File: src/logic/ssfo_pkg.sv
package ssfo_pkg;

  // data path width of positions, speeds, torque and parameters
  localparam int DW = 32;

  // register byte offsets inside the slave window
  localparam logic [7:0] OFS_HOME_POS = 8'h00;
  localparam logic [7:0] OFS_HOME_WIN = 8'h04;
  localparam logic [7:0] OFS_DEV_WIDTH = 8'h08;
  localparam logic [7:0] OFS_REST_RANGE = 8'h0C;
  localparam logic [7:0] OFS_COIN_RANGE = 8'h10;
  localparam logic [7:0] OFS_JOG_SEL = 8'h14;
  localparam logic [7:0] OFS_JOG_BASE = 8'h18;
  localparam logic [7:0] OFS_MAX_SPEED = 8'h34;
  localparam logic [7:0] OFS_OVL_LEVEL = 8'h38;
  localparam logic [7:0] OFS_CFG = 8'h3C;
  localparam logic [7:0] OFS_FLAGS = 8'h40;
  localparam logic [7:0] OFS_IRQ_STATUS = 8'h44;
  localparam logic [7:0] OFS_IRQ_MASK = 8'h48;
  localparam logic [7:0] OFS_SPEED_CMD = 8'h4C;

  // number of jog speed slots, the first at the base, each further one a word after the previous
  localparam int JOG_COUNT = 7;

  // configuration register fields
  localparam int CFG_WP_BIT = 0;
  localparam int CFG_MODE_LSB = 1;
  localparam int CFG_MODE_W = 3;
  localparam int CFG_EDIT_ASSIGNED_BIT = 4;
  localparam int CFG_W = 5;
  localparam int JOG_SEL_W = 3;

  // reset values
  localparam logic [DW-1:0] PARAM_RST = 32'h0000_0000;
  localparam logic [DW-1:0] MAX_SPEED_RST = 32'h7FFF_FFFF;
  localparam logic [DW-1:0] OVL_LEVEL_RST = 32'hFFFF_FFFF;
  localparam logic [CFG_W-1:0] CFG_RST = 5'h00;
  localparam logic [7:0] FLAGS_RST = 8'h00;

  // home window values that disable the window check
  localparam logic [DW-1:0] HOME_WIN_OFF = 32'h0000_0000;
  localparam logic [DW-1:0] HOME_WIN_MAX = 32'hFFFF_FFFF;

  // control modes held in the configuration register
  typedef enum logic [2:0] {
    MODE_POS_PULSE = 3'h0,
    MODE_POS_INTR = 3'h1,
    MODE_SPEED = 3'h2,
    MODE_TORQUE = 3'h3,
    MODE_POSITIONING = 3'h4
  } ssfo_mode_t;

  // status flags, bit 7 first
  typedef struct packed {
    logic edit_response;
    logic control_ready;
    logic overload_warning;
    logic torque_limit;
    logic speed_match_flag;
    logic motor_at_rest_flag;
    logic zero_deviation;
    logic homing_done;
  } ssfo_flags_t;

  // sequence input pins, synchronised before use
  typedef struct packed {
    logic main_power_input;
    logic edit_permission_input;
    logic jog_negative_command;
    logic jog_positive_command;
    logic coast_input;
    logic emergency_halt_input;
  } ssfo_seq_t;

endpackage : ssfo_pkg

File: src/logic/ssfo_sync2.sv
`timescale 1ns/1ps
module ssfo_sync2 #(
  parameter int W = 1
) (
  // clock and reset
  input wire logic ref_clk,
  input wire logic arst_n,
  // asynchronous in, synchronised out
  input wire logic [W-1:0] d,
  output logic [W-1:0] q
);

  logic [W-1:0] meta_q;
  logic [W-1:0] sync_q;

  // two stages, first read only by second
  always_ff @(posedge ref_clk or negedge arst_n) begin
    if (!arst_n) begin
      meta_q <= '0;
      sync_q <= '0;
    end else begin
      meta_q <= d;
      sync_q <= meta_q;
    end
  end

  assign q = sync_q;

endmodule : ssfo_sync2

File: src/logic/ssfo_within.sv
`timescale 1ns/1ps
module ssfo_within #(
  parameter int W = 32
) (
  // signed operands
  input wire logic signed [W-1:0] a,
  input wire logic signed [W-1:0] b,
  // unsigned tolerance
  input wire logic [W-1:0] width,
  // distance between a and b is at most width
  output logic hit
);

  logic signed [W:0] diff;
  logic [W:0] mag;

  // widened difference so no overflow
  always_comb begin
    diff = {a[W-1], a} - {b[W-1], b};
    mag = diff[W] ? (W+1)'(0) - diff : diff;
    hit = (mag <= {1'b0, width});
  end

endmodule : ssfo_within

File: src/logic/ssfo_top.sv
`timescale 1ns/1ps
module ssfo_top (
  // clock and reset
  input wire logic ref_clk,
  input wire logic arst_n,
  // ahb-lite slave
  input wire logic hsel,
  input wire logic [31:0] haddr,
  input wire logic [1:0] htrans,
  input wire logic hwrite,
  input wire logic [2:0] hsize,
  input wire logic [31:0] hwdata,
  input wire logic hready,
  output logic hreadyout,
  output logic [31:0] hrdata,
  output logic hresp,
  // sequence input pins
  input wire ssfo_pkg::ssfo_seq_t seq_pins,
  // servo loop values on this clock
  input wire logic signed [ssfo_pkg::DW-1:0] feedback_pos,
  input wire logic signed [ssfo_pkg::DW-1:0] command_pos,
  input wire logic signed [ssfo_pkg::DW-1:0] motor_speed,
  input wire logic signed [ssfo_pkg::DW-1:0] analog_speed_ref,
  input wire logic signed [ssfo_pkg::DW-1:0] output_torque,
  input wire logic [ssfo_pkg::DW-1:0] torque_limit_value,
  input wire logic [ssfo_pkg::DW-1:0] load_factor,
  // sequencing and health from this clock
  input wire logic homing_active,
  input wire logic homing_finished,
  input wire logic position_preset,
  input wire logic manual_operation,
  input wire logic decel_unreachable,
  input wire logic alarm_detected,
  input wire logic cpu_healthy,
  // results
  output ssfo_pkg::ssfo_flags_t status_flags,
  output logic signed [ssfo_pkg::DW-1:0] speed_command,
  output logic irq
);

  localparam int DW = ssfo_pkg::DW;

  // bus state
  logic dp_q, dp_d;
  logic dp_write_q, dp_write_d;
  logic dp_hit_q, dp_hit_d;
  logic [7:0] dp_addr_q, dp_addr_d;
  logic hready_q, hready_d;
  logic [31:0] hrdata_q, hrdata_d;
  // parameter registers
  logic [DW-1:0] home_pos_q, home_pos_d;
  logic [DW-1:0] home_win_q, home_win_d;
  logic [DW-1:0] dev_width_q, dev_width_d;
  logic [DW-1:0] rest_range_q, rest_range_d;
  logic [DW-1:0] coin_range_q, coin_range_d;
  logic [ssfo_pkg::JOG_SEL_W-1:0] jog_sel_q, jog_sel_d;
  logic [DW-1:0] jog_spd_q [ssfo_pkg::JOG_COUNT];
  logic [DW-1:0] jog_spd_d [ssfo_pkg::JOG_COUNT];
  logic [DW-1:0] max_speed_q, max_speed_d;
  logic [DW-1:0] ovl_level_q, ovl_level_d;
  logic [ssfo_pkg::CFG_W-1:0] cfg_q, cfg_d;
  logic [7:0] irq_status_q, irq_status_d;
  logic [7:0] irq_mask_q, irq_mask_d;
  logic irq_q, irq_d;
  // flag state
  ssfo_pkg::ssfo_flags_t flags_q, flags_d;
  logic homed_q, homed_d;
  logic signed [DW-1:0] home_ref_q, home_ref_d;
  logic signed [DW-1:0] speed_cmd_q, speed_cmd_d;
  logic signed [DW-1:0] cmd_raw;
  logic cmd_over;
  logic [7:0] flag_rise;
  ssfo_pkg::ssfo_seq_t seq_s;
  ssfo_pkg::ssfo_mode_t mode;
  logic home_in, dev_in, rest_in, match_in;
  logic home_bypass, pos_mode, match_en, match_block;
  logic [DW-1:0] torque_mag;
  logic bus_take;

  // pin inputs through two flip-flops
  ssfo_sync2 #(
    .W($bits(ssfo_pkg::ssfo_seq_t))
  ) u_sync (
    .ref_clk(ref_clk),
    .arst_n(arst_n),
    .d(seq_pins),
    .q(seq_s)
  );

  // decoded configuration
  assign mode = ssfo_pkg::ssfo_mode_t'(cfg_q[ssfo_pkg::CFG_MODE_LSB +: ssfo_pkg::CFG_MODE_W]);
  assign bus_take = hsel && htrans[1] && hready;

  // homing state and reference position
  assign homed_d = homing_active ? 1'b0 : (homing_finished ? 1'b1 : homed_q);
  assign home_ref_d = homing_finished ? feedback_pos :
                      (position_preset ? $signed(home_pos_q) : home_ref_q);
  assign home_bypass = (home_win_q == ssfo_pkg::HOME_WIN_OFF) ||
                       (home_win_q == ssfo_pkg::HOME_WIN_MAX);

  // command speed selection and clamp
  assign cmd_raw = (jog_sel_q == 3'h0) ? analog_speed_ref :
                   $signed(jog_spd_q[jog_sel_q - 3'h1]);
  assign cmd_over = (mode != ssfo_pkg::MODE_POS_PULSE) &&
                    (cmd_raw > $signed(max_speed_q) || cmd_raw < -$signed(max_speed_q));
  assign speed_cmd_d = !cmd_over ? cmd_raw :
                       (cmd_raw[DW-1] ? -$signed(max_speed_q) : $signed(max_speed_q));

  // distance comparators
  ssfo_within #(.W(DW)) u_home (
    .a(feedback_pos),
    .b(home_ref_d),
    .width(home_win_q),
    .hit(home_in)
  );
  ssfo_within #(.W(DW)) u_dev (
    .a(command_pos),
    .b(feedback_pos),
    .width(dev_width_q),
    .hit(dev_in)
  );
  ssfo_within #(.W(DW)) u_rest (
    .a(motor_speed),
    .b('0),
    .width(rest_range_q),
    .hit(rest_in)
  );
  ssfo_within #(.W(DW)) u_match (
    .a(motor_speed),
    .b(speed_cmd_d),
    .width(coin_range_q),
    .hit(match_in)
  );

  // mode qualifiers
  assign pos_mode = (mode == ssfo_pkg::MODE_POS_PULSE) || (mode == ssfo_pkg::MODE_POS_INTR) ||
                    (mode == ssfo_pkg::MODE_POSITIONING);
  assign match_en = (mode != ssfo_pkg::MODE_TORQUE) &&
                    ((mode == ssfo_pkg::MODE_SPEED) || (mode == ssfo_pkg::MODE_POS_INTR) ||
                     homing_active);
  assign match_block = manual_operation &&
                       ((!seq_s.jog_positive_command && !seq_s.jog_negative_command) ||
                        cmd_over || decel_unreachable);
  assign torque_mag = output_torque[DW-1] ? DW'(-output_torque) : output_torque;

  // next status flags, recomputed every cycle
  always_comb begin
    flags_d = flags_q;
    flags_d.homing_done = homed_d && (home_bypass || home_in);
    flags_d.zero_deviation = pos_mode ? dev_in : flags_q.zero_deviation;
    flags_d.motor_at_rest_flag = rest_in;
    flags_d.speed_match_flag = match_en && !match_block && match_in;
    flags_d.torque_limit = (torque_mag == torque_limit_value);
    flags_d.overload_warning = (load_factor >= ovl_level_q);
    flags_d.control_ready = seq_s.emergency_halt_input && !seq_s.coast_input &&
                            !alarm_detected && cpu_healthy && seq_s.main_power_input;
    flags_d.edit_response = !cfg_q[ssfo_pkg::CFG_WP_BIT] &&
                            (!cfg_q[ssfo_pkg::CFG_EDIT_ASSIGNED_BIT] ||
                             seq_s.edit_permission_input);
    flag_rise = flags_d & ~flags_q;
  end

  // flag and homing registers
  always_ff @(posedge ref_clk or negedge arst_n) begin
    if (!arst_n) begin
      flags_q <= ssfo_pkg::FLAGS_RST;
      homed_q <= 1'b0;
      home_ref_q <= '0;
      speed_cmd_q <= '0;
    end else begin
      flags_q <= flags_d;
      homed_q <= homed_d;
      home_ref_q <= home_ref_d;
      speed_cmd_q <= speed_cmd_d;
    end
  end

  // bus slave, register writes, read mux, interrupt
  always_comb begin
    logic [31:0] rd;
    logic [7:0] clr;
    rd = 32'h0000_0000;
    clr = 8'h00;
    dp_d = dp_q;
    dp_write_d = dp_write_q;
    dp_hit_d = dp_hit_q;
    dp_addr_d = dp_addr_q;
    hready_d = hready_q;
    hrdata_d = hrdata_q;
    home_pos_d = home_pos_q;
    home_win_d = home_win_q;
    dev_width_d = dev_width_q;
    rest_range_d = rest_range_q;
    coin_range_d = coin_range_q;
    jog_sel_d = jog_sel_q;
    jog_spd_d = jog_spd_q;
    max_speed_d = max_speed_q;
    ovl_level_d = ovl_level_q;
    cfg_d = cfg_q;
    irq_mask_d = irq_mask_q;
    unique case (dp_addr_q)
      ssfo_pkg::OFS_HOME_POS: rd = home_pos_q;
      ssfo_pkg::OFS_HOME_WIN: rd = home_win_q;
      ssfo_pkg::OFS_DEV_WIDTH: rd = dev_width_q;
      ssfo_pkg::OFS_REST_RANGE: rd = rest_range_q;
      ssfo_pkg::OFS_COIN_RANGE: rd = coin_range_q;
      ssfo_pkg::OFS_JOG_SEL: rd = {29'h0000_0000, jog_sel_q};
      ssfo_pkg::OFS_MAX_SPEED: rd = max_speed_q;
      ssfo_pkg::OFS_OVL_LEVEL: rd = ovl_level_q;
      ssfo_pkg::OFS_CFG: rd = {27'h0000_0000, cfg_q};
      ssfo_pkg::OFS_FLAGS: rd = {24'h00_0000, flags_q};
      ssfo_pkg::OFS_IRQ_STATUS: rd = {24'h00_0000, irq_status_q};
      ssfo_pkg::OFS_IRQ_MASK: rd = {24'h00_0000, irq_mask_q};
      ssfo_pkg::OFS_SPEED_CMD: rd = speed_cmd_q;
      default: rd = 32'h0000_0000;
    endcase
    for (int i = 0; i < ssfo_pkg::JOG_COUNT; i++) begin
      if (dp_addr_q == ssfo_pkg::OFS_JOG_BASE + 8'(4 * i)) begin
        rd = jog_spd_q[i];
      end
    end
    if (dp_q && !hready_q) begin
      // first data cycle, the wait state: commit write or return read
      hready_d = 1'b1;
      dp_d = 1'b0;
      if (!dp_write_q) begin
        hrdata_d = dp_hit_q ? rd : 32'h0000_0000;
      end else if (dp_hit_q) begin
        unique case (dp_addr_q)
          ssfo_pkg::OFS_HOME_POS: home_pos_d = hwdata;
          ssfo_pkg::OFS_HOME_WIN: home_win_d = hwdata;
          ssfo_pkg::OFS_DEV_WIDTH: dev_width_d = hwdata;
          ssfo_pkg::OFS_REST_RANGE: rest_range_d = hwdata;
          ssfo_pkg::OFS_COIN_RANGE: coin_range_d = hwdata;
          ssfo_pkg::OFS_JOG_SEL: jog_sel_d = hwdata[ssfo_pkg::JOG_SEL_W-1:0];
          ssfo_pkg::OFS_MAX_SPEED: max_speed_d = hwdata;
          ssfo_pkg::OFS_OVL_LEVEL: ovl_level_d = hwdata;
          ssfo_pkg::OFS_CFG: cfg_d = hwdata[ssfo_pkg::CFG_W-1:0];
          ssfo_pkg::OFS_IRQ_STATUS: clr = hwdata[7:0];
          ssfo_pkg::OFS_IRQ_MASK: irq_mask_d = hwdata[7:0];
          default: clr = 8'h00;
        endcase
        for (int i = 0; i < ssfo_pkg::JOG_COUNT; i++) begin
          if (dp_addr_q == ssfo_pkg::OFS_JOG_BASE + 8'(4 * i)) begin
            jog_spd_d[i] = hwdata;
          end
        end
      end
    end else if (bus_take) begin
      // address phase taken, one wait state follows
      dp_d = 1'b1;
      hready_d = 1'b0;
      dp_write_d = hwrite;
      dp_addr_d = haddr[7:0];
      dp_hit_d = (haddr[31:8] == 24'h00_0000) && (haddr[1:0] == 2'h0);
    end
    irq_status_d = (irq_status_q & ~clr) | flag_rise;
    irq_d = |(irq_status_d & irq_mask_d);
  end

  // bus and register file flip-flops
  always_ff @(posedge ref_clk or negedge arst_n) begin
    if (!arst_n) begin
      dp_q <= 1'b0;
      dp_write_q <= 1'b0;
      dp_hit_q <= 1'b0;
      dp_addr_q <= 8'h00;
      hready_q <= 1'b1;
      hrdata_q <= 32'h0000_0000;
      home_pos_q <= ssfo_pkg::PARAM_RST;
      home_win_q <= ssfo_pkg::PARAM_RST;
      dev_width_q <= ssfo_pkg::PARAM_RST;
      rest_range_q <= ssfo_pkg::PARAM_RST;
      coin_range_q <= ssfo_pkg::PARAM_RST;
      jog_sel_q <= 3'h0;
      for (int i = 0; i < ssfo_pkg::JOG_COUNT; i++) begin
        jog_spd_q[i] <= ssfo_pkg::PARAM_RST;
      end
      max_speed_q <= ssfo_pkg::MAX_SPEED_RST;
      ovl_level_q <= ssfo_pkg::OVL_LEVEL_RST;
      cfg_q <= ssfo_pkg::CFG_RST;
      irq_status_q <= 8'h00;
      irq_mask_q <= 8'h00;
      irq_q <= 1'b0;
    end else begin
      dp_q <= dp_d;
      dp_write_q <= dp_write_d;
      dp_hit_q <= dp_hit_d;
      dp_addr_q <= dp_addr_d;
      hready_q <= hready_d;
      hrdata_q <= hrdata_d;
      home_pos_q <= home_pos_d;
      home_win_q <= home_win_d;
      dev_width_q <= dev_width_d;
      rest_range_q <= rest_range_d;
      coin_range_q <= coin_range_d;
      jog_sel_q <= jog_sel_d;
      jog_spd_q <= jog_spd_d;
      max_speed_q <= max_speed_d;
      ovl_level_q <= ovl_level_d;
      cfg_q <= cfg_d;
      irq_status_q <= irq_status_d;
      irq_mask_q <= irq_mask_d;
      irq_q <= irq_d;
    end
  end

  // outputs straight from flip-flops, hresp tied low
  assign hreadyout = hready_q;
  assign hrdata = hrdata_q;
  assign hresp = 1'b0;
  assign status_flags = flags_q;
  assign speed_command = speed_cmd_q;
  assign irq = irq_q;
endmodule : ssfo_top

File: config.mk
export PLATFORM = sky130hd
export DESIGN_NAME = ssfo_top
export DESIGN_NICKNAME = d
export VERILOG_FILES = /design/src/logic/ssfo_pkg.sv /design/src/logic/ssfo_sync2.sv /design/src/logic/ssfo_within.sv /design/src/logic/ssfo_top.sv
export SDC_FILE = /design/constraint.sdc
export NUM_CORES = 2
export LEC_CHECK = 0
export BUFFER_PORTS_ARGS = -buffer_cell sky130_fd_sc_hd__clkbuf_2
export CAP_MARGIN = 10
export CORE_MARGIN = 10
export CORE_UTILIZATION = 61
export CTS_CLUSTER_SIZE = 30
export DETAILED_ROUTE_END_ITERATION = 8
export PLACE_DENSITY = 0.9
export SYNTH_ARGS = -nofsm -noshare
export SYNTH_HDL_FRONTEND = slang
export SYNTH_SLANG_ARGS = --single-unit
export TNS_END_PERCENT = 20
File: constraint.sdc
create_clock -name ref_clk -period 16.5 [get_ports ref_clk]
set_input_delay 3.3 -clock ref_clk [delete_from_list [all_inputs] [get_ports ref_clk]]
set_output_delay 3.3 -clock ref_clk [all_outputs]
set_load 0.01 [all_outputs]
==> impl_metrics.py <==
metrics = {
    "run_status": {
        "outcome": "finished clean",
    },
    "yosys": {
        "syn_inst": 4678,
        "synth_compound_area_frac": 0.176,
        "synth_edf_count": 0,
        "yosysSeqAreaShare": 0.339,
        "synth_area_um2": 44700,
        "avgSynthCellArea_um2": 9.56,
        "synth-simple-area-share": 0.121,
        "synth_top_family_by_area": "compound AO/OA/AOI/OAI gates",
        "synthMuxAreaShare": 0.161,
        "yosys_warnings": 0,
        "synth_fa_ha_area_frac": 0.0929,
        "synth_cell_types": 97,
        "synth.most_common_cell": "dfrtp_1",
        "synth_fp_nets": 5319,
        "synth_top_area_share": 0.301,
        "synth_seq_cells": 602,
        "netlist_top_cells_count": "dfrtp_1 (538), mux2_2 (530), inv_1 (369)",
        "yosys-top-cells-area": "dfrtp_1 (30%), mux2_2 (13%), ha_1 (9.2%)",
        "synthXorXnorAreaFrac": 0.0568,
        "ys.flop_type": "dfrtp_1",
        "async_flop_share": 1.00,
        "synth_area_leader_cell": "dfrtp_1",
    },
    "die": {
        "boundaryPins": 386,
        "dieArea_um2": 84500,
        "row_count": 99,
        "core_area_um2": 72800,
        "die_h_um": 291,
        "start_util": 0.614,
        "die_w_um": 291,
    },
    "worst_setup_path": {
        "r2r_end": "irq",
        "worstSetupStartpoint": "jog_sel_q[0]",
        "crit_path_start_kind": "flip-flop",
        "required_ps": 17040,
        "crit_path_frequent_cell": "a21oi_1",
        "rrSetupSlack_ps": 3210,
        "cp_data_arrival_time_ps": 13820,
        "cpPeakStageDelay_ps": 1120,
        "critPathMaxFanout": 26,
        "path_class": "flip-flop to flip-flop",
        "path_buf_inv": 5,
        "crit_path_top_delay_cell": "o311ai_0",
        "cp-end-kind": "flip-flop",
        "reg2reg_from": "jog_sel_q[0]",
        "crit_family": "compound AO/OA/AOI/OAI gates",
        "reg2reg_depth": 42,
    },
    "sta": {
        "period_share": 0.805,
        "final.setup_skew_ps": 28.1,
        "tns_ps": 0,
        "slew_headroom": 0.0756,
        "drv_slew": 0,
        "worstMarginPinSlew_ps": 1380,
        "finalSetupViolCount": 0,
        "period_needed_ps": 13290,
        "worst_hold_slack_ps": 347,
        "hold_violations": 0,
        "rsz0062_at_grt": "false",
        "fmax_ghz": 0.0753,
    },
    "cells_and_area": {
        "final_cells": 5940,
        "syn2layout_area_growth_pct": 10.8,
        "fillers": 5504,
        "fin_nets": 5565,
        "drive_gt1_frac": 0.247,
        "utilization": 0.680,
    },
    "power_and_ir_drop": {
        "p_comb_frac": 0.406,
        "pwr_density_cell_nw_per_um2": 112,
        "p_seq_frac": 0.318,
        "swShare": 0.395,
        "p_sw_mw": 2.19,
        "ir_worst_vdd_v": 0.0000995,
        "p_clk_frac": 0.276,
        "p_int_mw": 3.36,
        "p_total_mw": 5.55,
        "leakage_nw": 22.2,
    },
    "detailed_routing": {
        "vias_per_cell": 6.92,
        "routed_wl_um": 166000,
        "drt_iter0_markers": 4984,
        "antenna_left": 0,
        "post_drt_wl_per_cell_um": 28.0,
        "dr.pass1.iters": 9,
        "drc_errors": 0,
        "vias": 41100,
    },
    "global_route": {
        "track_usage": 0.377,
        "grt_max_degree": 92,
        "grt_pass1_wl_um": 248000,
        "grt_pass1_vias": 41000,
        "grt_overflow_total": 0,
        "antenna_found_initial": 14,
    },
    "clock_network": {
        "holdBufCountCts": 0,
        "clockRootBuffer": "clkbuf_16",
        "numCtsBuffers": 66,
        "cts_max_path_buffers": 3,
        "clkTransAtPathRegs_ps": 60,
        "cts_resized": 0,
        "post-cts-setup-buffers": 0,
        "ctsHtreeMaxLevel": 3,
        "cts_tree": "done",
        "cts.sinks": 602,
        "insertion_delay_ps": 640,
    },
    "flow_run": {
        "cap_violations": 0,
    },
    "hold_path": {
        "min_path_cells": 0,
        "hp-start": "u_sync.meta_q[2]",
        "min_to": "u_sync.q[2]",
        "hold_class": "flip-flop to flip-flop",
    },
    "place": {
        "io_buffers": 380,
        "place.gp.congestion": 1.08,
        "post-place-cells": 5815,
        "dpl.hpwl_um": 125000,
    },
}
-- state kept, by name, summed over array words and instances, names as in the netlist, 3 cells and up --
signal,cells
jog_spd_q,224
coin_range_q,32
dev_width_q,32
home_pos_q,32
home_ref_q,32
home_win_q,32
hrdata,32
max_speed_q,32
ovl_level_q,32
rest_range_q,32
speed_command,32
dp_addr_q,8
irq_mask_q,8
irq_status_q,8
status_flags,8
u_sync.meta_q,6
u_sync.q,6
cfg_q,5
jog_sel_q,3
-- routing by layer --
metal,track usage,share of wire,vias to the layer above
met2,0.593,0.45,2768
met4,0.242,0.071,8
li1,-,-,17800
met5,0,0.00031,-
met3,0.0957,0.11,661
met1,0.455,0.36,19900
-- worst max path at each step --
stage	to	slack, ps	depth (start not counted)
floorplan	irq_status_q[3]	5550	37
global placement	irq	3140	38
detailed placement	irq	3090	38
CTS	irq	3640	38
global route	irq	2640	42
finish	irq	3210	42
-- final cells by class --
type                            instances  area (µm²)  share of cell area
Multi-Input combinational cell       3457       27300               0.551
Sequential cell                       602       15100               0.306
Timing Repair Buffer                  428        2270              0.0459
Clock buffer                           95        1870              0.0378
Inverter                              369        1390              0.0280
Tap cell                              959        1200              0.0242
Clock inverter                         23         323             0.00652
Antenna cell                            7        17.5            0.000354
-- cell usage in the layout, fill, tap and decap left out, types with 43 or more instances in the layout --
| cell | synthesis | final |
|---|---|---|
| clkbuf_16 | 0 | 66 |
| a21o_1 | 84 | 84 |
| dfrtp_1 | 538 | 537 |
| nand4_1 | 109 | 109 |
| buf_4 | 2 | 48 |
| xor2_1 | 80 | 79 |
| a21oi_1 | 243 | 243 |
| inv_1 | 369 | 369 |
| dfstp_2 | 64 | 64 |
| a22oi_1 | 75 | 75 |
| a221oi_1 | 108 | 108 |
| mux2i_1 | 52 | 52 |
| nand2_1 | 298 | 292 |
| mux2_2 | 530 | 530 |
| xnor2_1 | 210 | 209 |
| o21a_1 | 52 | 52 |
| o21ai_0 | 215 | 215 |
| a31oi_1 | 47 | 47 |
| clkbuf_2 | 0 | 379 |
| nand3_1 | 68 | 68 |
| ha_1 | 327 | 326 |
| a22o_1 | 43 | 43 |
| nor3_1 | 84 | 84 |
| nor2_1 | 247 | 233 |
-- power by group through the flow --
| stage | registers, mW | clock network (mW) | logic [mW] |
|---|---|---|---|
| after floorplan | 1.73 | 0 | 1.51 |
| after global placement | 1.77 | 0 | 2.14 |
| after detailed placement | 1.77 | 0 | 2.17 |
| after CTS | 1.75 | 1.53 | 2.20 |
| after global routing | 1.77 | 1.59 | 2.46 |
| final | 1.77 | 1.53 | 2.25 |
-- cell families (layout without fill, tap and decap cells) --
| family | after synthesis | count (layout) |
|---|---|---|
| simple gates | 1077 | 1077 |
| flops | 602 | 602 |
| xor+xnor | 290 | 290 |
| other cells | 1 | 8 |
| buf+inv | 619 | 915 |
| compound gates | 1145 | 1145 |
| mux | 614 | 614 |
| fa+ha+maj | 330 | 330 |
-- per-stage QoR --
step | instance area (µm²) | setup slack [ps]
3_5_place_dp | 47300 | 3090
2_1_floorplan | 44700 | 5550
5_1_grt | 49500 | 2640
6_report | 49500 | 3210
3_3_place_gp | 47300 | 3140
4_1_cts | 49500 | 3640
No activity file was read; power rests on OpenSTA's default activity.
